$ cat src/hdl/tcir_defines.svh
// register indices, field positions and reset values of the timer counter
// assumes word addressing: the bus address is the register index
`ifndef TCIR_DEFINES_SVH
`define TCIR_DEFINES_SVH
`define TCIR_IDX_SC 8'h40
`define TCIR_IDX_CNT_HI 8'h41
`define TCIR_IDX_CNT_LO 8'h42
`define TCIR_IDX_WRAP_HI 8'h43
`define TCIR_IDX_WRAP_LO 8'h44
`define TCIR_IDX_CH_BASE 8'h45
`define TCIR_CH_STRIDE 8'h03
`define TCIR_SC_FLAG 7
`define TCIR_SC_IE 6
`define TCIR_SC_HALT 5
`define TCIR_SC_RST 4
`define TCIR_SC_SEL 0
`define TCIR_CC_FLAG 7
`define TCIR_CC_IE 6
`define TCIR_CC_MSB 5
`define TCIR_CC_MSA 4
`define TCIR_CC_ELS 2
`define TCIR_CC_TOV 1
`define TCIR_CC_MAX 0
`define TCIR_SC_RESET 8'h20
`define TCIR_WRAP_RESET 16'hffff
`define TCIR_SEL_EXT 3'h7
`endif

$ cat src/hdl/tcir_pkg.sv
// shared types of the timer counter
// assumes nothing of its surroundings
package tcir_pkg;
    typedef logic [7:0] tcir_byte_t;
    typedef logic [15:0] tcir_word_t;
    typedef enum logic [1:0] {tcir_els_off, tcir_els_rise_toggle, tcir_els_fall_clear,
        tcir_els_any_set} tcir_els_t;
endpackage

$ cat src/hdl/tcir_channel.sv
// one timer channel: capture edge detect, compare match, pin level
// assumes count_next_in is the value the counter takes on step_in
`timescale 1ns/1ps
module tcir_channel
    import tcir_pkg::*;
(
    // clock and reset
    input wire logic clock_in,
    input wire logic rst_n_in,
    // mode
    input wire logic buffered_in,
    input wire logic unbuffered_in,
    input wire logic [1:0] els_in,
    input wire logic toggle_on_wrap_in,
    input wire logic max_duty_in,
    // counter
    input wire logic [15:0] count_next_in,
    input wire logic step_in,
    input wire logic wrap_in,
    input wire logic [15:0] match_in,
    input wire logic capture_allow_in,
    input wire logic compare_allow_in,
    // pin
    input wire logic pin_in,
    output logic pin_out,
    output logic pin_oe_out,
    // event
    output logic event_out
);
    logic pin_prev;
    logic level;
    wire tcir_els_t els = tcir_els_t'(els_in);
    wire is_on = els != tcir_els_off;
    wire cap_mode = ~buffered_in & ~unbuffered_in & is_on;
    wire cmp_mode = (buffered_in | unbuffered_in) & is_on;
    wire rise = pin_in & ~pin_prev;
    wire fall = ~pin_in & pin_prev;
    wire edge_hit = (els == tcir_els_rise_toggle) ? rise :
        (els == tcir_els_fall_clear) ? fall : (rise | fall);
    wire cap_hit = cap_mode & capture_allow_in & edge_hit; // RULE4 RULE6 RULE18
    wire cmp_hit = cmp_mode & compare_allow_in & step_in & (count_next_in == match_in);
    wire wrap_act = cmp_mode & toggle_on_wrap_in & wrap_in;
    wire forced = max_duty_in & toggle_on_wrap_in;
    assign event_out = cap_hit | cmp_hit; // RULE4
    assign pin_out = level;
    assign pin_oe_out = cmp_mode; // RULE21

    always_ff @(posedge clock_in)
    begin
        if (!rst_n_in)
        begin
            pin_prev <= 1'b0;
            level <= 1'b1;
        end
        else
        begin
            pin_prev <= pin_in;
            if (!is_on)
                level <= ~unbuffered_in;
            else if (wrap_act)
                level <= forced | ~level; // RULE24
            else if (cmp_hit && !forced)
                level <= (els == tcir_els_rise_toggle) ? ~level : (els == tcir_els_any_set);
        end
    end
endmodule // tcir_channel

$ cat src/hdl/tcir_prescaler.sv
// prescaler: divided bus clock or external pin edge as counter tick
// assumes the external pin is synchronous to clock_in
`timescale 1ns/1ps
`include "tcir_defines.svh"
module tcir_prescaler
    import tcir_pkg::*;
(
    // clock and reset
    input wire logic clock_in,
    input wire logic rst_n_in,
    // control
    input wire logic enable_in,
    input wire logic clear_in,
    input wire logic [2:0] select_in,
    input wire logic ext_pin_in,
    // tick
    output logic tick_out
);
    logic [5:0] pre;
    logic ext_prev;
    wire [6:0] mask = (7'h01 << select_in) - 7'h01;
    wire div_hit = ({1'b0, pre} & mask) == mask;
    wire ext_rise = ext_pin_in & ~ext_prev;
    wire use_ext = select_in == `TCIR_SEL_EXT;
    assign tick_out = enable_in & ~clear_in & (use_ext ? ext_rise : div_hit); // RULE9 RULE25

    always_ff @(posedge clock_in)
    begin
        if (!rst_n_in)
        begin
            pre <= 6'h00;
            ext_prev <= 1'b0;
        end
        else
        begin
            ext_prev <= ext_pin_in;
            if (clear_in)
                pre <= 6'h00; // RULE7
            else if (enable_in)
                pre <= pre + 6'h01;
        end
    end
endmodule // tcir_prescaler

$ cat src/hdl/tcir_top.sv
// timer counter with wrap value, overflow flag and two channels on avalon-mm
// assumes word addressing, synchronous pins and an 8-bit register payload
// Behaviour
// RULE1: counter equal to wrap value sets overflow flag, next tick restarts at zero; code sets the flag on that restarting tick
// RULE2: overflow flag clears by read-while-set then zero write; new overflow wins
// RULE3: overflow request raised while flag set and overflow enable is one
// RULE4: each channel sets its flag on capture or compare; requests when enabled
// RULE5: halt bit holds the counter; reset sets it
// RULE6: halt bit suppresses captures on capture channels
// RULE7: counter reset bit clears counter and prescaler, reads zero, self-clears
// RULE8: halt plus counter reset in one write leaves counter stopped at zero
// RULE9: select codes 0 to 6 divide bus clock by 1 to 64; code 7 external pin
// RULE10: external pin selected forces the pin to input
// RULE11: high byte read latches low byte until low byte is read
// RULE12: counter bytes read-only, zero after reset and after counter reset
// RULE13: software reads low byte before leaving break after high byte read
// RULE14: wrap high write blocks overflow until wrap low write
// RULE15: reset sets wrap value to all ones
// RULE16: wait mode keeps counting, blocks bus, enabled request wakes processor
// RULE17: stop mode freezes block and keeps all state
// RULE18: break halts counter and suppresses captures
// RULE19: break without clear enable leaves flags untouched, pending step kept
// RULE20: break with clear enable allows clears which persist
// RULE21: channels independently capture or compare, buffered pair supported
// RULE22: software resets counter before new wrap value, keeps counter running
// RULE23: channel flag clears by read-while-set then zero write; new event wins
// RULE24: wrap toggle takes precedence over coinciding compare
// RULE25: counter advances one per selected prescaler tick or external edge
`timescale 1ns/1ps
`include "tcir_defines.svh"
module tcir_top
    import tcir_pkg::*;
(
    // clock and reset
    input wire logic clock_in,
    input wire logic rst_n_in,
    // avalon-mm slave
    input wire logic [7:0] address_in,
    input wire logic read_in,
    input wire logic write_in,
    input wire logic [31:0] writedata_in,
    input wire logic [3:0] byteenable_in,
    output logic [31:0] readdata_out,
    output logic waitrequest_out,
    // system state
    input wire logic wait_mode_in,
    input wire logic stop_mode_in,
    input wire logic break_in,
    input wire logic break_clear_enable_in,
    input wire logic port_direction_bit_in,
    // pins
    input wire logic external_count_clock_pin_in,
    output logic external_count_clock_pin_oe_out,
    input wire logic [1:0] channel_pin_in,
    output logic [1:0] channel_pin_out,
    output logic [1:0] channel_pin_oe_out,
    // interrupt requests
    output logic overflow_irq_out,
    output logic [1:0] channel_irq_out,
    output logic wakeup_out
);
    // bus slave
    logic ack;
    wire req = (read_in | write_in) & ~wait_mode_in; // RULE16
    wire take = req & ~ack;
    wire rd = take & read_in;
    wire wr = take & write_in & byteenable_in[0];
    wire tcir_byte_t wd = writedata_in[7:0];
    assign waitrequest_out = ~(req & ack);
    wire a_sc = address_in == `TCIR_IDX_SC;
    wire a_chi = address_in == `TCIR_IDX_CNT_HI;
    wire a_clo = address_in == `TCIR_IDX_CNT_LO;
    wire a_whi = address_in == `TCIR_IDX_WRAP_HI;
    wire a_wlo = address_in == `TCIR_IDX_WRAP_LO;
    wire rd_sc = rd & a_sc;
    wire wr_sc = wr & a_sc;

    // status and control
    logic ovf_flag;
    logic ovf_armed;
    logic ovf_ie;
    logic halt;
    logic [2:0] clk_sel;
    logic wrap_inhibit;
    logic wrap_tick;
    wire clr_ok = ~break_in | break_clear_enable_in; // RULE19 RULE20
    wire cnt_reset = wr_sc & wd[`TCIR_SC_RST]; // RULE7
    wire ovf_event = wrap_tick & ~wrap_inhibit; // RULE1 RULE14
    wire ovf_clear = wr_sc & ~wd[`TCIR_SC_FLAG] & ovf_armed & clr_ok & ~ovf_event; // RULE2
    wire next_ovf_flag = ovf_event | (ovf_flag & ~ovf_clear); // RULE2
    wire next_ovf_armed = ~ovf_event & ~ovf_clear &
        (ovf_armed | (rd_sc & ovf_flag & clr_ok)); // RULE19

    always_ff @(posedge clock_in)
    begin
        if (!rst_n_in)
        begin
            ovf_flag <= 1'b0;
            ovf_armed <= 1'b0;
            ovf_ie <= 1'(`TCIR_SC_RESET >> `TCIR_SC_IE);
            halt <= 1'b1; // RULE5
            clk_sel <= 3'h0; // RULE9
        end
        else
        begin
            ovf_flag <= next_ovf_flag;
            ovf_armed <= next_ovf_armed;
            if (wr_sc)
            begin
                ovf_ie <= wd[`TCIR_SC_IE];
                halt <= wd[`TCIR_SC_HALT]; // RULE5 RULE8
                clk_sel <= wd[`TCIR_SC_SEL+:3];
            end
        end
    end

    // counter
    tcir_word_t cnt;
    tcir_word_t wrap_value;
    tcir_byte_t wrap_pend;
    tcir_byte_t hold_lo;
    logic held;
    logic tick;
    wire running = ~halt & ~break_in & ~stop_mode_in; // RULE5 RULE17 RULE18
    wire at_wrap = cnt == wrap_value;
    assign wrap_tick = tick & at_wrap;
    wire tcir_word_t next_cnt = at_wrap ? 16'h0000 : cnt + 16'h0001; // RULE1 RULE25
    wire rd_chi = rd & a_chi;
    wire rd_clo = rd & a_clo;

    tcir_prescaler u_prescaler (
        .clock_in(clock_in),
        .rst_n_in(rst_n_in),
        .enable_in(running),
        .clear_in(cnt_reset),
        .select_in(clk_sel),
        .ext_pin_in(external_count_clock_pin_in),
        .tick_out(tick)
    );

    always_ff @(posedge clock_in)
    begin
        if (!rst_n_in)
        begin
            cnt <= 16'h0000; // RULE12
            hold_lo <= 8'h00;
            held <= 1'b0;
        end
        else if (cnt_reset)
        begin
            cnt <= 16'h0000; // RULE7 RULE8 RULE12
            hold_lo <= 8'h00;
            held <= 1'b0;
        end
        else
        begin
            if (tick)
                cnt <= next_cnt; // RULE25
            if (rd_chi && !held)
            begin
                hold_lo <= cnt[7:0]; // RULE11
                held <= 1'b1;
            end
            else if (rd_clo)
                held <= 1'b0; // RULE11
        end
    end

    // wrap value
    always_ff @(posedge clock_in)
    begin
        if (!rst_n_in)
        begin
            wrap_value <= `TCIR_WRAP_RESET; // RULE15
            wrap_pend <= 8'(`TCIR_WRAP_RESET >> 8);
            wrap_inhibit <= 1'b0;
        end
        else if (wr && a_whi)
        begin
            wrap_pend <= wd;
            wrap_inhibit <= 1'b1; // RULE14
        end
        else if (wr && a_wlo)
        begin
            wrap_value <= {wrap_pend, wd};
            wrap_inhibit <= 1'b0; // RULE14
        end
    end

    // channels
    logic [6:0] ch_ctl [2];
    logic ch_flag [2];
    logic ch_armed [2];
    logic cmp_inh [2];
    logic cap_inh [2];
    logic ch_event [2];
    logic wr_lo_ch [2];
    tcir_word_t ch_val [2];
    tcir_byte_t ch_pend [2];
    tcir_byte_t ch_rd [2];
    logic active_sel;
    logic last_wr;
    wire buffered = ch_ctl[0][`TCIR_CC_MSB];

    genvar i;
    generate
        for (i = 0; i < 2; i++)
        begin : g_ch
            localparam tcir_byte_t base_idx = `TCIR_IDX_CH_BASE + 8'(i) * `TCIR_CH_STRIDE;
            wire a_ctl = address_in == base_idx;
            wire a_hi = address_in == base_idx + 8'h01;
            wire a_lo = address_in == base_idx + 8'h02;
            wire [6:0] eff = (i == 1 && buffered) ? 7'h00 : ch_ctl[i]; // RULE21
            wire cap_mode = ~eff[`TCIR_CC_MSB] & ~eff[`TCIR_CC_MSA] &
                (eff[`TCIR_CC_ELS+:2] != 2'b00);
            wire tcir_word_t match = (i == 0 && buffered && active_sel) ? ch_val[1] : ch_val[i];
            wire evt = ch_event[i];
            wire clr = wr & a_ctl & ~wd[`TCIR_CC_FLAG] & ch_armed[i] & clr_ok & ~evt; // RULE23
            assign wr_lo_ch[i] = wr & a_lo;
            assign ch_rd[i] = a_ctl ? {ch_flag[i], ch_ctl[i]} : a_hi ? ch_val[i][15:8] :
                a_lo ? ch_val[i][7:0] : 8'h00;
            assign channel_irq_out[i] = ch_flag[i] & eff[`TCIR_CC_IE]; // RULE4 RULE16

            tcir_channel u_channel (
                .clock_in(clock_in),
                .rst_n_in(rst_n_in),
                .buffered_in(eff[`TCIR_CC_MSB]),
                .unbuffered_in(eff[`TCIR_CC_MSA]),
                .els_in(eff[`TCIR_CC_ELS+:2]),
                .toggle_on_wrap_in(eff[`TCIR_CC_TOV]),
                .max_duty_in(eff[`TCIR_CC_MAX]),
                .count_next_in(next_cnt),
                .step_in(tick),
                .wrap_in(wrap_tick),
                .match_in(match),
                .capture_allow_in(running & ~cap_inh[i]), // RULE6 RULE18
                .compare_allow_in(~cmp_inh[i]),
                .pin_in(channel_pin_in[i]),
                .pin_out(channel_pin_out[i]),
                .pin_oe_out(channel_pin_oe_out[i]),
                .event_out(ch_event[i])
            );

            always_ff @(posedge clock_in)
            begin
                if (!rst_n_in)
                begin
                    ch_ctl[i] <= 7'h00;
                    ch_flag[i] <= 1'b0;
                    ch_armed[i] <= 1'b0;
                    ch_val[i] <= 16'h0000;
                    ch_pend[i] <= 8'h00;
                    cmp_inh[i] <= 1'b0;
                    cap_inh[i] <= 1'b0;
                end
                else
                begin
                    ch_flag[i] <= evt | (ch_flag[i] & ~clr); // RULE4 RULE23
                    ch_armed[i] <= ~evt & ~clr &
                        (ch_armed[i] | (rd & a_ctl & ch_flag[i] & clr_ok)); // RULE23
                    if (wr && a_ctl)
                        ch_ctl[i] <= wd[6:0];
                    if (evt && cap_mode)
                        ch_val[i] <= cnt;
                    else if (wr && a_lo)
                        ch_val[i] <= {ch_pend[i], wd};
                    if (wr && a_hi)
                        ch_pend[i] <= wd;
                    if (wr && a_hi)
                        cmp_inh[i] <= 1'b1;
                    else if (wr && a_lo)
                        cmp_inh[i] <= 1'b0;
                    if (rd && a_hi && cap_mode)
                        cap_inh[i] <= 1'b1;
                    else if (rd && a_lo)
                        cap_inh[i] <= 1'b0;
                end
            end
        end
    endgenerate

    // buffered pair: active value register becomes the last written one at wrap
    always_ff @(posedge clock_in)
    begin
        if (!rst_n_in || !buffered)
        begin
            active_sel <= 1'b0;
            last_wr <= 1'b0;
        end
        else
        begin
            if (wr_lo_ch[1])
                last_wr <= 1'b1;
            else if (wr_lo_ch[0])
                last_wr <= 1'b0;
            if (wrap_tick)
                active_sel <= last_wr; // RULE21
        end
    end

    // read data and outputs
    wire tcir_byte_t sc_rd = {ovf_flag, ovf_ie, halt, 2'b00, clk_sel}; // RULE7
    wire tcir_byte_t lo_rd = held ? hold_lo : cnt[7:0]; // RULE11
    wire tcir_byte_t rd_mux = a_sc ? sc_rd : a_chi ? cnt[15:8] : a_clo ? lo_rd :
        a_whi ? wrap_pend : a_wlo ? wrap_value[7:0] : (ch_rd[0] | ch_rd[1]);

    always_ff @(posedge clock_in)
    begin
        if (!rst_n_in)
        begin
            ack <= 1'b0;
            readdata_out <= 32'h00000000;
        end
        else
        begin
            ack <= take;
            if (rd)
                readdata_out <= {24'h000000, rd_mux};
        end
    end

    assign overflow_irq_out = ovf_flag & ovf_ie; // RULE3
    assign wakeup_out = overflow_irq_out | channel_irq_out[0] | channel_irq_out[1]; // RULE16
    assign external_count_clock_pin_oe_out = port_direction_bit_in &
        (clk_sel != `TCIR_SEL_EXT); // RULE10
endmodule // tcir_top

$ cat config.mk
export PLATFORM = sky130hd
export DESIGN_NAME = tcir_top
export DESIGN_NICKNAME = d
export VERILOG_FILES = /design/src/hdl/tcir_pkg.sv /design/src/hdl/tcir_channel.sv /design/src/hdl/tcir_prescaler.sv /design/src/hdl/tcir_top.sv
export VERILOG_INCLUDE_DIRS = /design/src /design/src/hdl
export SDC_FILE = /design/constraint.sdc
export NUM_CORES = 1
export LEC_CHECK = 0
export BUFFER_PORTS_ARGS = -buffer_cell sky130_fd_sc_hd__buf_2
export CORE_ASPECT_RATIO = 1.1
export CORE_MARGIN = 4
export CORE_UTILIZATION = 50
export DETAILED_ROUTE_END_ITERATION = 10
export PLACE_DENSITY = 0.68
export SLEW_MARGIN = 20
export SYNTH_ARGS = -nofsm -noshare
export SYNTH_HDL_FRONTEND = slang
export SYNTH_SLANG_ARGS = --single-unit
$ cat constraint.sdc
create_clock -name clock_in -period 3.6 [get_ports clock_in]
set_clock_uncertainty 0.1 [all_clocks]
set_input_delay 0.54 -clock clock_in [delete_from_list [all_inputs] [get_ports clock_in]]
set_output_delay 0.54 -clock clock_in [all_outputs]
set_load 0.02 [all_outputs]
==> flow_metrics.env <==
export IMPL_status="finished clean"
export IMPL_syn2layout_area_growth_pct=11.2
export IMPL_synth_cells=1049
export IMPL_drtPass1Iterations=6
export IMPL_ios=98
export IMPL_cp_top_family="simple AND/OR/NAND/NOR gates"
export IMPL_drt_iter0_drc=1126
export IMPL_layout_drive_gt1_share=0.166
export IMPL_power_leakage_nw=4.04
export IMPL_finalSetupTns_ps=0
export IMPL_cp_end_kind="flop"
export IMPL_cts_resized=0
export IMPL_detail_route_antenna_nets=0
export IMPL_fin_area_um2=10200
export IMPL_diodes=0
export IMPL_netlist_area_um2=9210
export IMPL_grt_max_degree=56
export IMPL_max_cap_violations=0
export IMPL_track_usage=0.294
export IMPL_maxSlewHeadroom=0.283
export IMPL_crit_chain="buf_4 > nand3_1 > nor3_2 > xor2_1 > o221a_2 > o21ai_2 > a2111oi_4 > nand4_1 > mux2_1 > nor2_1"
export IMPL_register_area_um2=3620
export IMPL_synth_area_leaders="edfxtp_1 21%, dfxtp_1 18%, nand2_1 5.1%, mux2i_1 4.8%, nor2_1 3.8%"
export IMPL_synth_edf_count=64
export IMPL_design_die_area_um2=20700
export IMPL_worst_slew_pin_slew_ps=1070
export IMPL_syn_area_per_cell_um2=8.78
export IMPL_yosysWarnings=0
export IMPL_cts_buffers=17
export IMPL_startpoint_type="flop"
export IMPL_synth_top_cell_area_share=0.209
export IMPL_clk_latency_ps=440
export IMPL_hp_class="input pin to flop"
export IMPL_synth_flop_cell="dfxtp_1"
export IMPL_fin_nets=1154
export IMPL_post_drt_wl_per_cell_um=22.2
export IMPL_path_max_fanout=8
export IMPL_portBuffers=46
export IMPL_fin_crit_ps=3390
export IMPL_cp_arrival_ps=3670
export IMPL_final_setup_viol_count=0
export IMPL_crit_type="flop to flop"
export IMPL_coreArea_um2=17900
export IMPL_final_cell_mix="126 x nand2_1, 94 x nor2_1, 85 x dfxtp_1"
export IMPL_place_area_um2=9710
export IMPL_synthArstFlopShare=0
export IMPL_dp_cells=1310
export IMPL_vias_per_cell=6.22
export IMPL_period_share=0.942
export IMPL_gp_congestion=0.998
export IMPL_hold_violations=0
export IMPL_num_rows=51
export IMPL_grt_pass1_vias=7796
export IMPL_ctsHoldBuffers=0
export IMPL_die_h_um=150
export IMPL_totalWireLength_mm=29.8
export IMPL_grt_overflow_total=0
export IMPL_yosysUniqueCellTypes=89
export IMPL_fmax_mhz=295
export IMPL_antenna_found_initial=0
export IMPL_fillers=1606
export IMPL_powerDensity_nw_per_um2=367
export IMPL_clk_pin_slew_ps=70
export IMPL_slowest_stage="dfxtp_1"
export IMPL_synth_seq_cells=149
export IMPL_rsz0062_at_grt="false"
export IMPL_cts_tree="done"
export IMPL_cts_root_buf="clkbuf_16"
export IMPL_hpwl_mm=21.7
export IMPL_yosysSeqAreaShare=0.393
export IMPL_worstPathRequired_ps=3870
export IMPL_crit_buf_inv=1
export IMPL_num_vias=8348
export IMPL_yosys_area_top_type="edfxtp_1"
export IMPL_cts_path_max_buffers=2
export IMPL_die_x_um=137
export IMPL_drv_slew=0
export IMPL_cts_sinks=149
export IMPL_final_common_cell="nand2_1"
export IMPL_multiInputGateArea_um2=5090
export IMPL_slowest_delay_ps=570
export IMPL_grt_pass1_wl_mm=45.3
export IMPL_ir_drop_uv=317
export IMPL_finish_utilization=0.572
export IMPL_start_util=0.514
export IMPL_cts_max_level=4
export IMPL_postCtsSetupBuffers=0
export IMPL_drc=0
export IMPL_instances_no_fill=1342
==> through the flow <==
step           setup slack, ps  hold WS (ps)  power [mW]
4_1_cts                    316           217        3.75
3_5_place_dp               340           348        2.12
6_report                   208           219        3.76
2_1_floorplan              714           328        2.04
5_1_grt                   54.3           225        3.87
3_3_place_gp               404           335        2.12
==> final timing paths <==
kind / from / endpoint / slack, ps / depth (start not counted)
hold reg to reg: hold_lo[2]$_SDFFE_PP0P_ / hold_lo[2]$_SDFFE_PP0P_ / 360 / 2
setup / recovery: cnt[6]$_SDFFE_PP0N_ / g_ch[0].u_channel.pin_out$_SDFFE_PN1P_ / 210 / 10
setup reg to reg: cnt[6]$_SDFFE_PP0N_ / g_ch[0].u_channel.pin_out$_SDFFE_PN1P_ / 210 / 10
hold / removal: external_count_clock_pin_in / u_prescaler.ext_prev$_SDFF_PN0_ / 220 / 2
==> power breakdown <==
part | internal (mW) | switching [mW]
logic | 0.0854 | 0.184
clock network | 0.894 | 0.769
registers | 1.79 | 0.0355
==> kinds of logic after synthesis <==
group,after synthesis,synth area share
XOR/XNOR,42,0.0437
flip-flops,149,0.393
AO/OA/AOI/OAI,214,0.158
multiplexers,64,0.0747
buffers and inverters,117,0.0648
adder cells (fa/ha/maj),8,0.0106
other,1,0.000407
AND/OR/NAND/NOR,454,0.255
==> flip-flops by register name (all words and copies together) (netlist names), 3 cells and up <==
signal / count
hold_lo: 8
readdata_out: 8
ch_val: 32
clk_sel: 3
ch_pend: 16
ch_ctl: 14
wrap_pend: 8
u_prescaler.pre: 6
wrap_value: 16
cnt: 16
==> Yosys cell counts (all sizes together) (3+ instances only) <==
cell	count
or4	5
o32ai	4
a22oi	6
a21boi	10
nand2b	11
o21a	4
inv	18
nand4	16
xor2	8
o31ai	9
nor4b	5
and3	13
a311oi	5
o22ai	13
or2	6
and2	49
edfxtp	64
nor2	96
nand2	126
mux2i	44
nor4	11
a22o	16
mux2	18
o21ai	40
a31oi	3
xnor2	32
or3	8
buf	53
clkbuf	45
a221oi	9
nand3b	9
dfxtp	85
ha	7
nor2b	15
nand3	52
nor3	19
o211ai	4
o221ai	4
a21oi	61
nor3b	6
==> final cells by class <==
| type | count | area share |
|---|---|---|
| Sequential cell | 149 | 0.354 |
| Clock inverter | 15 | 0.0110 |
| Timing Repair Buffer | 98 | 0.0618 |
| Multi-Input combinational cell | 806 | 0.496 |
| Clock buffer | 17 | 0.0415 |
| Inverter | 19 | 0.00696 |
| Tap cell | 238 | 0.0291 |
==> routing by layer <==
layer / vias to the layer above / global-route usage / part of all wire
met3: 119 / 0.0575 / 0.084
met5: - / 0 / 0
li1: 3819 / - / -
met4: 0 / 0.165 / 0.060
met2: 459 / 0.441 / 0.44
met1: 3951 / 0.395 / 0.42
Power figures use the tool's default switching activity.
